`src/rtl/bod_boot_map.vh`:
```
`ifndef BOD_BOOT_MAP_VH
`define BOD_BOOT_MAP_VH

// Program memory window of the internal flash.
`define BOD_PM_LO          16'h0000
`define BOD_PM_HI          16'h47FF
// Interrupt vector region at the bottom of program space.
`define BOD_VEC_AREA_HI    16'h00FF
// Option-byte cells; only the upper two carry meaning.
`define BOD_OPT_LO         16'h003C
`define BOD_OPT_HI         16'h003F
`define BOD_OPT_CFG        16'h003E
`define BOD_OPT_WAKE       16'h003F
// Value of an erased option byte.
`define BOD_OPT_ERASED     8'hFF
// Reset vectors, normal and relocated.
`define BOD_VEC_NORMAL     16'h0100
`define BOD_VEC_RELOC0     16'h0200
`define BOD_VEC_RELOC1     16'h0300
`define BOD_VEC_RELOC2     16'h0500
`define BOD_VEC_RELOC3     16'h0900
// Bit positions inside the configuration byte.
`define BOD_CFG_RELOC_N    7
`define BOD_CFG_VSEL_HI    6
`define BOD_CFG_VSEL_LO    5
`define BOD_CFG_PROT_N     2
`define BOD_CFG_PSIZE_HI   1
`define BOD_CFG_PSIZE_LO   0
// Bit position inside the wake byte.
`define BOD_WAKE_RST_N     0
// Register file: address and data width and mapped register counts.
`define BOD_RF_WIDTH       8
`define BOD_RF_TOTAL       333
`define BOD_RF_GP          272
`define BOD_RF_CTL         22
`define BOD_RF_PER         39
// Register file address boundaries.
`define BOD_RF_SET_LO      8'hC0
`define BOD_RF_CTL_LO      8'hD0
`define BOD_RF_PER_LO      8'hE0
// Register class codes.
`define BOD_RF_CLS_GP      2'h0
`define BOD_RF_CLS_CTL     2'h1
`define BOD_RF_CLS_PER     2'h2
`define BOD_RF_CLS_NONE    2'h3

`endif

```
`src/rtl/bod_boot_option_decoder.v`:
```
`timescale 1ns/1ps
`include "bod_boot_map.vh"

module bod_boot_option_decoder #(
   parameter PM_AW = 16,             // Program memory address width.
   parameter PORT_W = 8              // Width of the wake port.
) (
   input  wire              i_sys_clk,      // System clock, 40 MHz.
   input  wire              i_reset_n,      // Synchronous reset, low.
   input  wire [7:0]        i_pm_data,      // Flash read data.
   input  wire [PM_AW-1:0]  i_cpu_addr,     // Core fetch address.
   input  wire              i_cpu_rd,       // Core fetch strobe.
   input  wire              i_fl_req,       // Erase or program request.
   input  wire [PM_AW-1:0]  i_fl_addr,      // Target of that request.
   input  wire              i_stop_mode,    // Core is in stop mode.
   input  wire [PORT_W-1:0] i_wake_port,    // First wake port pins.
   input  wire [PORT_W-1:0] i_ext_int_en,   // Per-pin interrupt enable.
   input  wire [7:0]        i_rf_addr,      // Register file address.
   input  wire              i_rf_rd,        // Register file access.
   input  wire              i_rf_set2,      // Indirect or indexed mode.
   input  wire              i_rf_bank1,     // Upper bank selected.
   output reg  [PM_AW-1:0]  o_pm_addr,      // Flash read address.
   output reg               o_pm_rd,        // Flash read strobe.
   output reg               o_cpu_hold,     // Core held while loading.
   output reg               o_boot_go,      // One pulse: start fetching.
   output reg  [PM_AW-1:0]  o_reset_vector, // First fetch address.
   output reg               o_bl_area_en,   // Boot-loader area in use.
   output reg  [PM_AW-1:0]  o_bl_area_end,  // Last byte of that area.
   output reg               o_prot_en,      // Write protection active.
   output reg  [PM_AW-1:0]  o_prot_end,     // Last protected byte.
   output reg               o_fetch_err,    // Fetch outside the flash.
   output reg               o_opt_cell_rd,  // Fetch hit an option cell.
   output reg               o_fl_grant,     // Erase/program allowed.
   output reg               o_fl_deny,      // Erase/program refused.
   output reg               o_stop_release, // One pulse: leave stop.
   output reg               o_wake_reset,   // One pulse: system reset.
   output reg  [1:0]        o_rf_class,     // Class of register hit.
   output reg               o_rf_valid      // Class output is fresh.
);

   // One-hot loader states.
   localparam [4:0] S_ADDR_CFG  = 5'h01;   // Cell 3Eh on the address bus.
   localparam [4:0] S_ADDR_WAKE = 5'h02;   // Cell 3Fh out, 3Eh returns.
   localparam [4:0] S_GET_WAKE  = 5'h04;   // Cell 3Fh returns.
   localparam [4:0] S_DECODE    = 5'h08;   // Decoded values latched.
   localparam [4:0] S_RUN       = 5'h10;   // Normal operation.

   reg [4:0]        state_q;       // Loader state.
   reg [4:0]        state_d;       // Next loader state.
   reg [7:0]        opt_cfg_q;     // Captured configuration byte.
   reg [7:0]        opt_wake_q;    // Captured wake byte.
   reg [PORT_W-1:0] port_q;        // Previous wake-port sample.
   reg [PM_AW-1:0]  vec_d;         // Decoded vector.
   reg [PM_AW-1:0]  psize_end_d;   // Decoded protection end.
   reg              wake_rst_q;    // Reset-on-wake option, held.

   wire             cpu_in_pm;     // Fetch address inside flash.
   wire             cpu_in_opt;    // Fetch address on an option cell.
   wire             fl_in_pm;      // Write target inside flash.
   wire             fl_in_prot;    // Write target inside protection.
   wire [PORT_W-1:0] fall;         // Falling edges this cycle.
   wire [PORT_W-1:0] wake_mask;    // Pins allowed to wake.

   // Flash window for fetches.
   bod_range_chk #(.W(PM_AW)) u_cpu_pm (
      .i_addr (i_cpu_addr),
      .i_lo   (`BOD_PM_LO),
      .i_hi   (`BOD_PM_HI),
      .o_hit  (cpu_in_pm)
   );

   // Option cells inside the vector region are not program code.
   bod_range_chk #(.W(PM_AW)) u_cpu_opt (
      .i_addr (i_cpu_addr),
      .i_lo   (`BOD_OPT_LO),
      .i_hi   (`BOD_OPT_HI),
      .o_hit  (cpu_in_opt)
   );

   // Flash window for erase and program targets.
   bod_range_chk #(.W(PM_AW)) u_fl_pm (
      .i_addr (i_fl_addr),
      .i_lo   (`BOD_PM_LO),
      .i_hi   (`BOD_PM_HI),
      .o_hit  (fl_in_pm)
   );

   // Protected boot-loader region starts at the normal vector.
   bod_range_chk #(.W(PM_AW)) u_fl_prot (
      .i_addr (i_fl_addr),
      .i_lo   (`BOD_VEC_NORMAL),
      .i_hi   (o_prot_end),
      .o_hit  (fl_in_prot)
   );

   // Pins are synchronous, so one previous sample finds the edge.
   assign fall = port_q & ~i_wake_port;

   // With reset-on-wake every port pin counts, else only enabled ones.
   assign wake_mask = wake_rst_q ? {PORT_W{1'b1}} : i_ext_int_en;

   // Decode the vector and protection size from the captured byte.
   always @* begin
      vec_d       = `BOD_VEC_NORMAL;
      psize_end_d = `BOD_VEC_NORMAL;
      // A set relocation bit leaves the select bits meaningless.
      if (!opt_cfg_q[`BOD_CFG_RELOC_N]) begin
         case (opt_cfg_q[`BOD_CFG_VSEL_HI:`BOD_CFG_VSEL_LO])
            2'h0: vec_d = `BOD_VEC_RELOC0;
            2'h1: vec_d = `BOD_VEC_RELOC1;
            2'h2: vec_d = `BOD_VEC_RELOC2;
            default: vec_d = `BOD_VEC_RELOC3;
         endcase
      end
      // Protection sizes follow the same four steps as the vectors.
      case (opt_cfg_q[`BOD_CFG_PSIZE_HI:`BOD_CFG_PSIZE_LO])
         2'h0: psize_end_d = `BOD_VEC_RELOC0 - 16'h0001;
         2'h1: psize_end_d = `BOD_VEC_RELOC1 - 16'h0001;
         2'h2: psize_end_d = `BOD_VEC_RELOC2 - 16'h0001;
         default: psize_end_d = `BOD_VEC_RELOC3 - 16'h0001;
      endcase
   end

   // Loader sequence: two cell reads, one decode step, then run.
   always @* begin
      case (state_q)
         S_ADDR_CFG:  state_d = S_ADDR_WAKE;
         S_ADDR_WAKE: state_d = S_GET_WAKE;
         S_GET_WAKE:  state_d = S_DECODE;
         S_DECODE:    state_d = S_RUN;
         S_RUN:       state_d = S_RUN;   // Held until the next reset.
         default:     state_d = S_ADDR_CFG;
      endcase
   end

   // State register; reset restarts the option read.
   always @(posedge i_sys_clk) begin
      if (!i_reset_n) begin
         state_q <= S_ADDR_CFG;
      end else begin
         state_q <= state_d;
      end
   end

   // Option capture. Cells 3Ch and 3Dh are never read by the loader.
   always @(posedge i_sys_clk) begin
      if (!i_reset_n) begin
         opt_cfg_q  <= `BOD_OPT_ERASED;
         opt_wake_q <= `BOD_OPT_ERASED;
         wake_rst_q <= 1'b0;
      end else begin
         if (state_q == S_ADDR_WAKE) begin
            opt_cfg_q <= i_pm_data;
         end
         if (state_q == S_GET_WAKE) begin
            opt_wake_q <= i_pm_data;
         end
         // Held copy is taken once and cannot change before reset.
         if (state_q == S_DECODE) begin
            wake_rst_q <= ~opt_wake_q[`BOD_WAKE_RST_N];
         end
      end
   end

   // Decoded settings latch once and stay put while running.
   always @(posedge i_sys_clk) begin
      if (!i_reset_n) begin
         o_reset_vector <= `BOD_VEC_NORMAL;
         o_bl_area_en   <= 1'b0;
         o_bl_area_end  <= `BOD_VEC_NORMAL;
         o_prot_en      <= 1'b0;
         o_prot_end     <= `BOD_VEC_NORMAL;
      end else if (state_q == S_DECODE) begin
         o_reset_vector <= vec_d;
         o_bl_area_en   <= ~opt_cfg_q[`BOD_CFG_RELOC_N];
         o_bl_area_end  <= vec_d - 16'h0001;
         o_prot_en      <= ~opt_cfg_q[`BOD_CFG_PROT_N];
         o_prot_end     <= psize_end_d;
      end
   end

   // Core hold and the start pulse; the core sits still until decode.
   always @(posedge i_sys_clk) begin
      if (!i_reset_n) begin
         o_cpu_hold <= 1'b1;
         o_boot_go  <= 1'b0;
      end else begin
         o_cpu_hold <= (state_d != S_RUN);
         o_boot_go  <= (state_q == S_DECODE);
      end
   end

   // Program memory port: loader reads first, then core fetches.
   // Addresses outside the flash get no read strobe, since there is
   // no external memory to answer them; the error pulse goes instead.
   always @(posedge i_sys_clk) begin
      if (!i_reset_n) begin
         o_pm_addr     <= `BOD_OPT_CFG;
         o_pm_rd       <= 1'b1;
         o_fetch_err   <= 1'b0;
         o_opt_cell_rd <= 1'b0;
      end else begin
         case (state_q)
            S_ADDR_CFG: begin
               o_pm_addr     <= `BOD_OPT_WAKE;
               o_pm_rd       <= 1'b1;
               o_fetch_err   <= 1'b0;
               o_opt_cell_rd <= 1'b0;
            end
            S_RUN: begin
               o_pm_addr     <= i_cpu_addr;
               o_pm_rd       <= i_cpu_rd & cpu_in_pm;
               o_fetch_err   <= i_cpu_rd & ~cpu_in_pm;
               o_opt_cell_rd <= i_cpu_rd & cpu_in_opt;
            end
            default: begin
               o_pm_rd       <= 1'b0;
               o_fetch_err   <= 1'b0;
               o_opt_cell_rd <= 1'b0;
            end
         endcase
      end
   end

   // Erase and program guard, answered one cycle after the request.
   always @(posedge i_sys_clk) begin
      if (!i_reset_n) begin
         o_fl_grant <= 1'b0;
         o_fl_deny  <= 1'b0;
      end else if (state_q == S_RUN && i_fl_req) begin
         // Refused outside the flash or inside an active protection.
         o_fl_deny  <= ~fl_in_pm | (o_prot_en & fl_in_prot);
         o_fl_grant <= fl_in_pm & ~(o_prot_en & fl_in_prot);
      end else begin
         o_fl_grant <= 1'b0;
         o_fl_deny  <= 1'b0;
      end
   end

   // Stop-mode wake; a reset is raised only with reset-on-wake set.
   always @(posedge i_sys_clk) begin
      if (!i_reset_n) begin
         port_q         <= {PORT_W{1'b1}};
         o_stop_release <= 1'b0;
         o_wake_reset   <= 1'b0;
      end else begin
         port_q <= i_wake_port;
         if (state_q == S_RUN && i_stop_mode && |(fall & wake_mask)) begin
            o_stop_release <= 1'b1;
            o_wake_reset   <= wake_rst_q;
         end else begin
            o_stop_release <= 1'b0;
            o_wake_reset   <= 1'b0;
         end
      end
   end

   // Register file class decode on the eight-bit register path.
   // The upper 64 addresses split by addressing mode and bank.
   always @(posedge i_sys_clk) begin
      if (!i_reset_n) begin
         o_rf_class <= `BOD_RF_CLS_NONE;
         o_rf_valid <= 1'b0;
      end else begin
         o_rf_valid <= i_rf_rd;
         if (!i_rf_rd) begin
            o_rf_class <= `BOD_RF_CLS_NONE;
         end else if (i_rf_addr < `BOD_RF_SET_LO || i_rf_set2) begin
            o_rf_class <= `BOD_RF_CLS_GP;
         end else if (i_rf_addr < `BOD_RF_CTL_LO) begin
            o_rf_class <= `BOD_RF_CLS_GP;
         end else if (i_rf_addr < `BOD_RF_PER_LO && !i_rf_bank1) begin
            o_rf_class <= `BOD_RF_CLS_CTL;
         end else if (i_rf_addr >= `BOD_RF_PER_LO) begin
            o_rf_class <= `BOD_RF_CLS_PER;
         end else begin
            o_rf_class <= `BOD_RF_CLS_NONE;
         end
      end
   end

endmodule // bod_boot_option_decoder

```
`src/rtl/bod_range_chk.v`:
```
`timescale 1ns/1ps

// Inclusive address window compare; used for the flash, option-cell and protection window decodes.
module bod_range_chk #(
   parameter W = 16                  // Address width.
) (
   input  wire [W-1:0] i_addr,       // Address under test.
   input  wire [W-1:0] i_lo,         // Lowest address inside the window.
   input  wire [W-1:0] i_hi,         // Highest address inside the window.
   output wire         o_hit         // High when the address is inside.
);

   // Both bounds are inclusive, so a one-byte window has lo equal to hi.
   assign o_hit = (i_addr >= i_lo) && (i_addr <= i_hi);

endmodule // bod_range_chk

```
`config.mk`:
```
export PLATFORM = sky130hd
export DESIGN_NAME = bod_boot_option_decoder
export DESIGN_NICKNAME = d
export VERILOG_FILES = /design/src/rtl/bod_boot_option_decoder.v /design/src/rtl/bod_range_chk.v
export VERILOG_INCLUDE_DIRS = /design/src /design/src/rtl
export SDC_FILE = /design/constraint.sdc
export NUM_CORES = 1
export LEC_CHECK = 0
export ABC_AREA = 1
export ABC_CLOCK_PERIOD_IN_PS = 1850
export BUFFER_PORTS_ARGS = -buffer_cell sky130_fd_sc_hd__clkbuf_2
export CAP_MARGIN = 5
export CORE_ASPECT_RATIO = 0.9
export CORE_MARGIN = 1.5
export CORE_UTILIZATION = 50
export DETAILED_ROUTE_END_ITERATION = 12
export PLACE_DENSITY_LB_ADDON = 0.3
export SKIP_CTS_REPAIR_TIMING = 1
export SYNTH_ARGS = -nofsm -noshare
export SYNTH_HDL_FRONTEND = slang
export SYNTH_HIERARCHICAL = 1
export SYNTH_SLANG_ARGS = --single-unit
export TNS_END_PERCENT = 30
```
`constraint.sdc`:
```
create_clock -name i_sys_clk -period 1.85 [get_ports i_sys_clk]
set_clock_uncertainty 0.05 [all_clocks]
set_input_delay 0.185 -clock i_sys_clk [delete_from_list [all_inputs] [get_ports i_sys_clk]]
set_output_delay 0.185 -clock i_sys_clk [all_outputs]
set_load 0.1 [all_outputs]
```
==> Yosys cells after proc, flatten, opt, wreduce, memory -nomap -nowiden <==
Cells that the tools add are included.
{ "totals": {"wordCells": 91, "out_inout_bits": 78, "inputBits": 72, "ff_bits": 101} }
{ "classes": {"n_eq_ne": 10, "n_mux": 12, "reduce_logical": 19, "n_addsub": 1, "n_lt_le_gt_ge": 12, "bitwise": 15} }
{ "op_table": {"columns": ["operator", "n"], "rows": [
  ["12-bit case mux with 3 select lines", 2],
  ["16-bit by 1-bit >= comparator with 1-bit output, second input constant", 2],
  ["16-bit by 15-bit less-or-equal comparator with 1-bit output, second input constant", 2],
  ["16-bit case mux with 2 select lines", 1],
  ["8-bit less-than comparator, second input constant", 3],
  ["5-bit case mux with 4 select lines", 1],
  ["8-bit AND", 2],
  ["16-bit by 6-bit >= comparator with 1-bit output, second input constant", 1],
  ["16-bit by 9-bit >= comparator with 1-bit output, second input constant", 1],
  ["16-bit less-or-equal comparator", 1],
  ["16-bit by 6-bit less-or-equal comparator with 1-bit output, second input constant", 1],
  ["16-bit by 1-bit subtractor with 16-bit output, second input constant", 1],
  ["12-bit two-way mux", 1],
  ["8-bit >= comparator, second input constant", 1],
  ["1-bit logical AND", 8],
  ["8-bit two-way mux", 1],
  ["8-bit inverter", 1],
  ["2-bit AND reduction", 4],
  ["8-bit OR reduction", 1],
  ["2-bit two-way mux", 3],
  ["1-bit inverter", 6],
  ["1-bit AND", 5],
  ["5-bit by 1-bit == test with 1-bit output, second input constant", 1],
  ["5-bit by 2-bit == test with 1-bit output, second input constant", 1],
  ["other kinds (14)", 18]
]} }

==> Depth between registers and ports, before layout <==
{ "depth": {"word_depth": 6, "depth_mapped": 17} }

==> Cells and area by module <==
The synthesis kept the hierarchy.
{ "by_module_without_submodules": {"columns": ["module", "cells_per_inst", "instances", "area_each_um2", "seq_area_each_um2"], "rows": [
  ["bod_boot_option_decoder", 350, 1, 2736.4, 1341.3],
  ["bod_range_chk at u_cpu_opt ...", 140, 3, 855.8, 0.0],
  ["bod_range_chk at u_cpu_pm", 140, 1, 863.3, 0.0]
]} }

==> Least setup slack after synthesis <==
No wires, ideal clock.
{ "synth_path": {"path_type": "register to register", "startpoint": "register o_bl_area_end[7] (netlist name)", "endpoint": "register o_fl_grant", "required_ns": 1.688, "arrival_time_ns": 2.437, "n_path_buf": 0, "path_slack_ns": -0.749, "path_stages_with_launch": 14, "cell_sequence": "dfxtp_1 -> inv_1 -> ha_1 -> a21o_1 -> nor2_1 -> nand2_1 -> nand2_1 -> nand2_1 -> nand2_1 -> nand2_1 -> inv_1 -> nand2_1 -> nand2_1 -> nor2_1"} }
{ "synth_lines": {"columns": ["element", "line", "text"], "rows": [
  ["end signal, assigned", "bod_boot_option_decoder.v:233", "o_fl_grant <= fl_in_pm & ~(o_prot_en & fl_in_prot);"],
  ["end, declared", "bod_boot_option_decoder.v:33", "output reg o_fl_grant,"]
]} }

==> run metrics <==
status finished, final reports clean; post-synthesis cell type count 34; fraction of registers with async set/reset 0%; min-delay src i_pm_data[5]; CTS max path bufs 2; total CTS buffers 9; Max VDD drop 0.529 mV; worst skew pair latency 0.33 ns; Setup TNS 0 ns; Synth area leaders ha_1, dfxtp_1, nand2_1; Sw Ratio 33.8%; largest net degree at the start of global routing 28; area post-placement 7250 um2; Post-Place Cells 1,292; antenna violations before repair 0; cell with the most instances after synthesis nand2_1; worst hold-check path type in2reg; Seq pwr share 34.2%; Starting Density 51.3%; crit-path most repeated cell buf_4; # H-tree levels 3; DR iter-0 viols 166; final instance area 7650 um2; vias in the first global route 5,170; first-pass GRT wire length 21,000 um; crit-path max FO 16; commonest cells in the synthesized netlist nand2_1, inv_1, ha_1; RSZ-0062 raised after global routing no; clock sink count 67; Slew headroom 56.7%; clock share of power 38.4%; Die Footprint 13,000 um2; Internal Power 0.00293 W; Tcrit/Tclk final 93.0%; critical path class reg2out; crit-path max cell delay 0.48 ns; FF-to-FF Start o_bl_area_end[7]; Critical Path Sink Type output pin; YS warnings 6; dpl ws 0.227 ns; Critical Path RT 1.62 ns; Synth Flop Type dfxtp_1; pins over their slew limit 0; Die Span Y 108 um; EDFF count, synth 0; GPL Wtd Cong 0.799; FP Rows 38; Final Hold Viols 0; CTS tree built; Clock transition at path regs 0.06 ns; Layout Cells excl Fill 1,311; critical path's slowest cell clkbuf_2; via-per-instance ratio 4.28; cell area after synthesis 6170 um2; Syn-to-layout area delta 24.0%; Die X 120 um; worst path bufs/invs 3; vias 5,615; FMAX 0.581 GHz; Port Buf Inserts 127; Remaining DRCs 0; post-synthesis sequential area ratio 21.7%; DRT Pass-1 Iters 4; final core occ 63.6%; worst-margin pin slew 0.649 ns; Synth top area share 26.4%; final setup margin 0.130 ns; Net Switching 0.00149 W; CP top delay family buffers and inverters; detailed-route wire length per cell 9.27 um; crit-path cells buf_4 -> buf_4 -> clkbuf_2; Max Cap Viol 0; minimum clock period 1.72 ns; FF+latch count, synth 67; post-synth top area cell ha_1; Synth Area per Inst 6.78 um2; total track usage 19.6%; # diodes 0; GR Overflow Total 0; Post-DRT Antenna Nets 0; area occupied by multi-input gates 4310 um2; Worst Setup Start Kind flop; CP arrival 1.48 ns; post-layout net count 1,348; CTS root buf clkbuf_16; layout cells sized above 1 17.6%; CORE AREA 12,000 um2; P_leak 4.53 nW; fillcell total 1,175; register area 1360 um2; PD cells 578 nW/um2; FF-to-FF setup slack 0.23 ns; Mapped Cells 910; Post-DP HPWL 10,300 um; Boundary Pins 150; final setup violation count 0; Gate power share 27.4%; routed wire length 12,200 um; Critical path origin o_bl_area_end[7]
[worst min-delay path: stages]
cell	delay [ns]
clkbuf_2	0.07
nand2_1	0.04
nand3_1	0.05
[cells in the final DEF (no fill, tap or decap), types with 2 or more instances in the layout]
| master | netlist | routed |
|---|---|---|
| clkbuf_16 | 0 | 10 |
| o21ai_0 | 18 | 18 |
| clkbuf_2 | 0 | 127 |
| ha_4 | 0 | 5 |
| o211ai_1 | 6 | 6 |
| o21ai_1 | 7 | 7 |
| nor2_2 | 7 | 7 |
| o21bai_1 | 4 | 4 |
| nor2_1 | 64 | 64 |
| dfxtp_2 | 0 | 2 |
| a21o_1 | 4 | 4 |
| or2_2 | 8 | 8 |
| nand4_1 | 9 | 9 |
| nand2_2 | 5 | 6 |
| ha_1 | 130 | 125 |
| clkinvlp_4 | 0 | 2 |
| nand3_1 | 27 | 27 |
| nand2_1 | 223 | 222 |
| o21a_1 | 4 | 4 |
| inv_6 | 0 | 2 |
| a21oi_2 | 1 | 2 |
| inv_1 | 198 | 193 |
| inv_2 | 6 | 11 |
| clkinv_1 | 3 | 3 |
| nor3_1 | 5 | 5 |
| conb_1 | 2 | 133 |
| buf_4 | 34 | 5 |
| a21oi_1 | 61 | 60 |
| dfxtp_4 | 0 | 3 |
| dfxtp_1 | 67 | 62 |
| nor3_2 | 4 | 4 |
[metal layers]
metal / global-route usage (%) / wire (um) / vias up
li1: - / - / 3152
met3: 3.22 / 354 / 11
met1: 22.7 / 5680 / 2382
met5: 0 / 0 / -
met2: 37.6 / 5990 / 70
met4: 4.51 / 128 / 0
[metrics by stage]
stage / hold WS (ns) / power, W
2_1_floorplan: 0.242 / 0.00249
3_3_place_gp: 0.338 / 0.00271
3_5_place_dp: 0.341 / 0.00274
4_1_cts: -0.00569 / 0.00444
5_1_grt: 0.00364 / 0.00472
6_report: 0.00419 / 0.00442
[state kept, by name, summed over array words and instances, names as in the netlist, 2 cells and up]
name,count
port_q,8
o_reset_vector,4
state_q,5
o_pm_addr,16
o_prot_end,4
opt_cfg_q,6
o_rf_class,2
o_bl_area_end,8
[power by group through the flow]
stage	clock (W)	sequential (W)	combinational (W)
floorplan	0	0.00162	0.000871
global placement	0	0.00154	0.00117
detailed placement	0	0.00154	0.00119
CTS	0.00173	0.00151	0.00120
global route	0.00180	0.00151	0.00141
finish	0.00170	0.00151	0.00121
[cell families (layout without fill, tap and decap cells)]
logic type | count (synthesis) | after routing | synth area share, %
compound gates | 107 | 107 | 9.58
fa+ha+maj | 130 | 130 | 26.4
buf+inv | 247 | 357 | 17.5
flops | 67 | 67 | 21.7
other cells | 2 | 133 | 0.122
simple gates | 357 | 357 | 24.7
[path summary, 6_finish.rpt]
check                                         to  depth (start not counted)
worst min-delay path                opt_cfg_q[5]                          3
worst min register to register      o_bl_area_en                          1
worst max-delay path            o_bl_area_end[5]                          3
worst max register to register        o_fl_grant                         15
[layout make-up]
cell class                      instances  share of cell area [%]
Clock buffer                           11                    3.45
Clock inverter                          5                   0.540
Inverter                              207                    10.2
Multi-Input combinational cell        727                    56.3
Sequential cell                        67                    17.7
Tap cell                              160                    2.62
Timing Repair Buffer                  134                    9.20
Power figures use the tool's default switching activity.
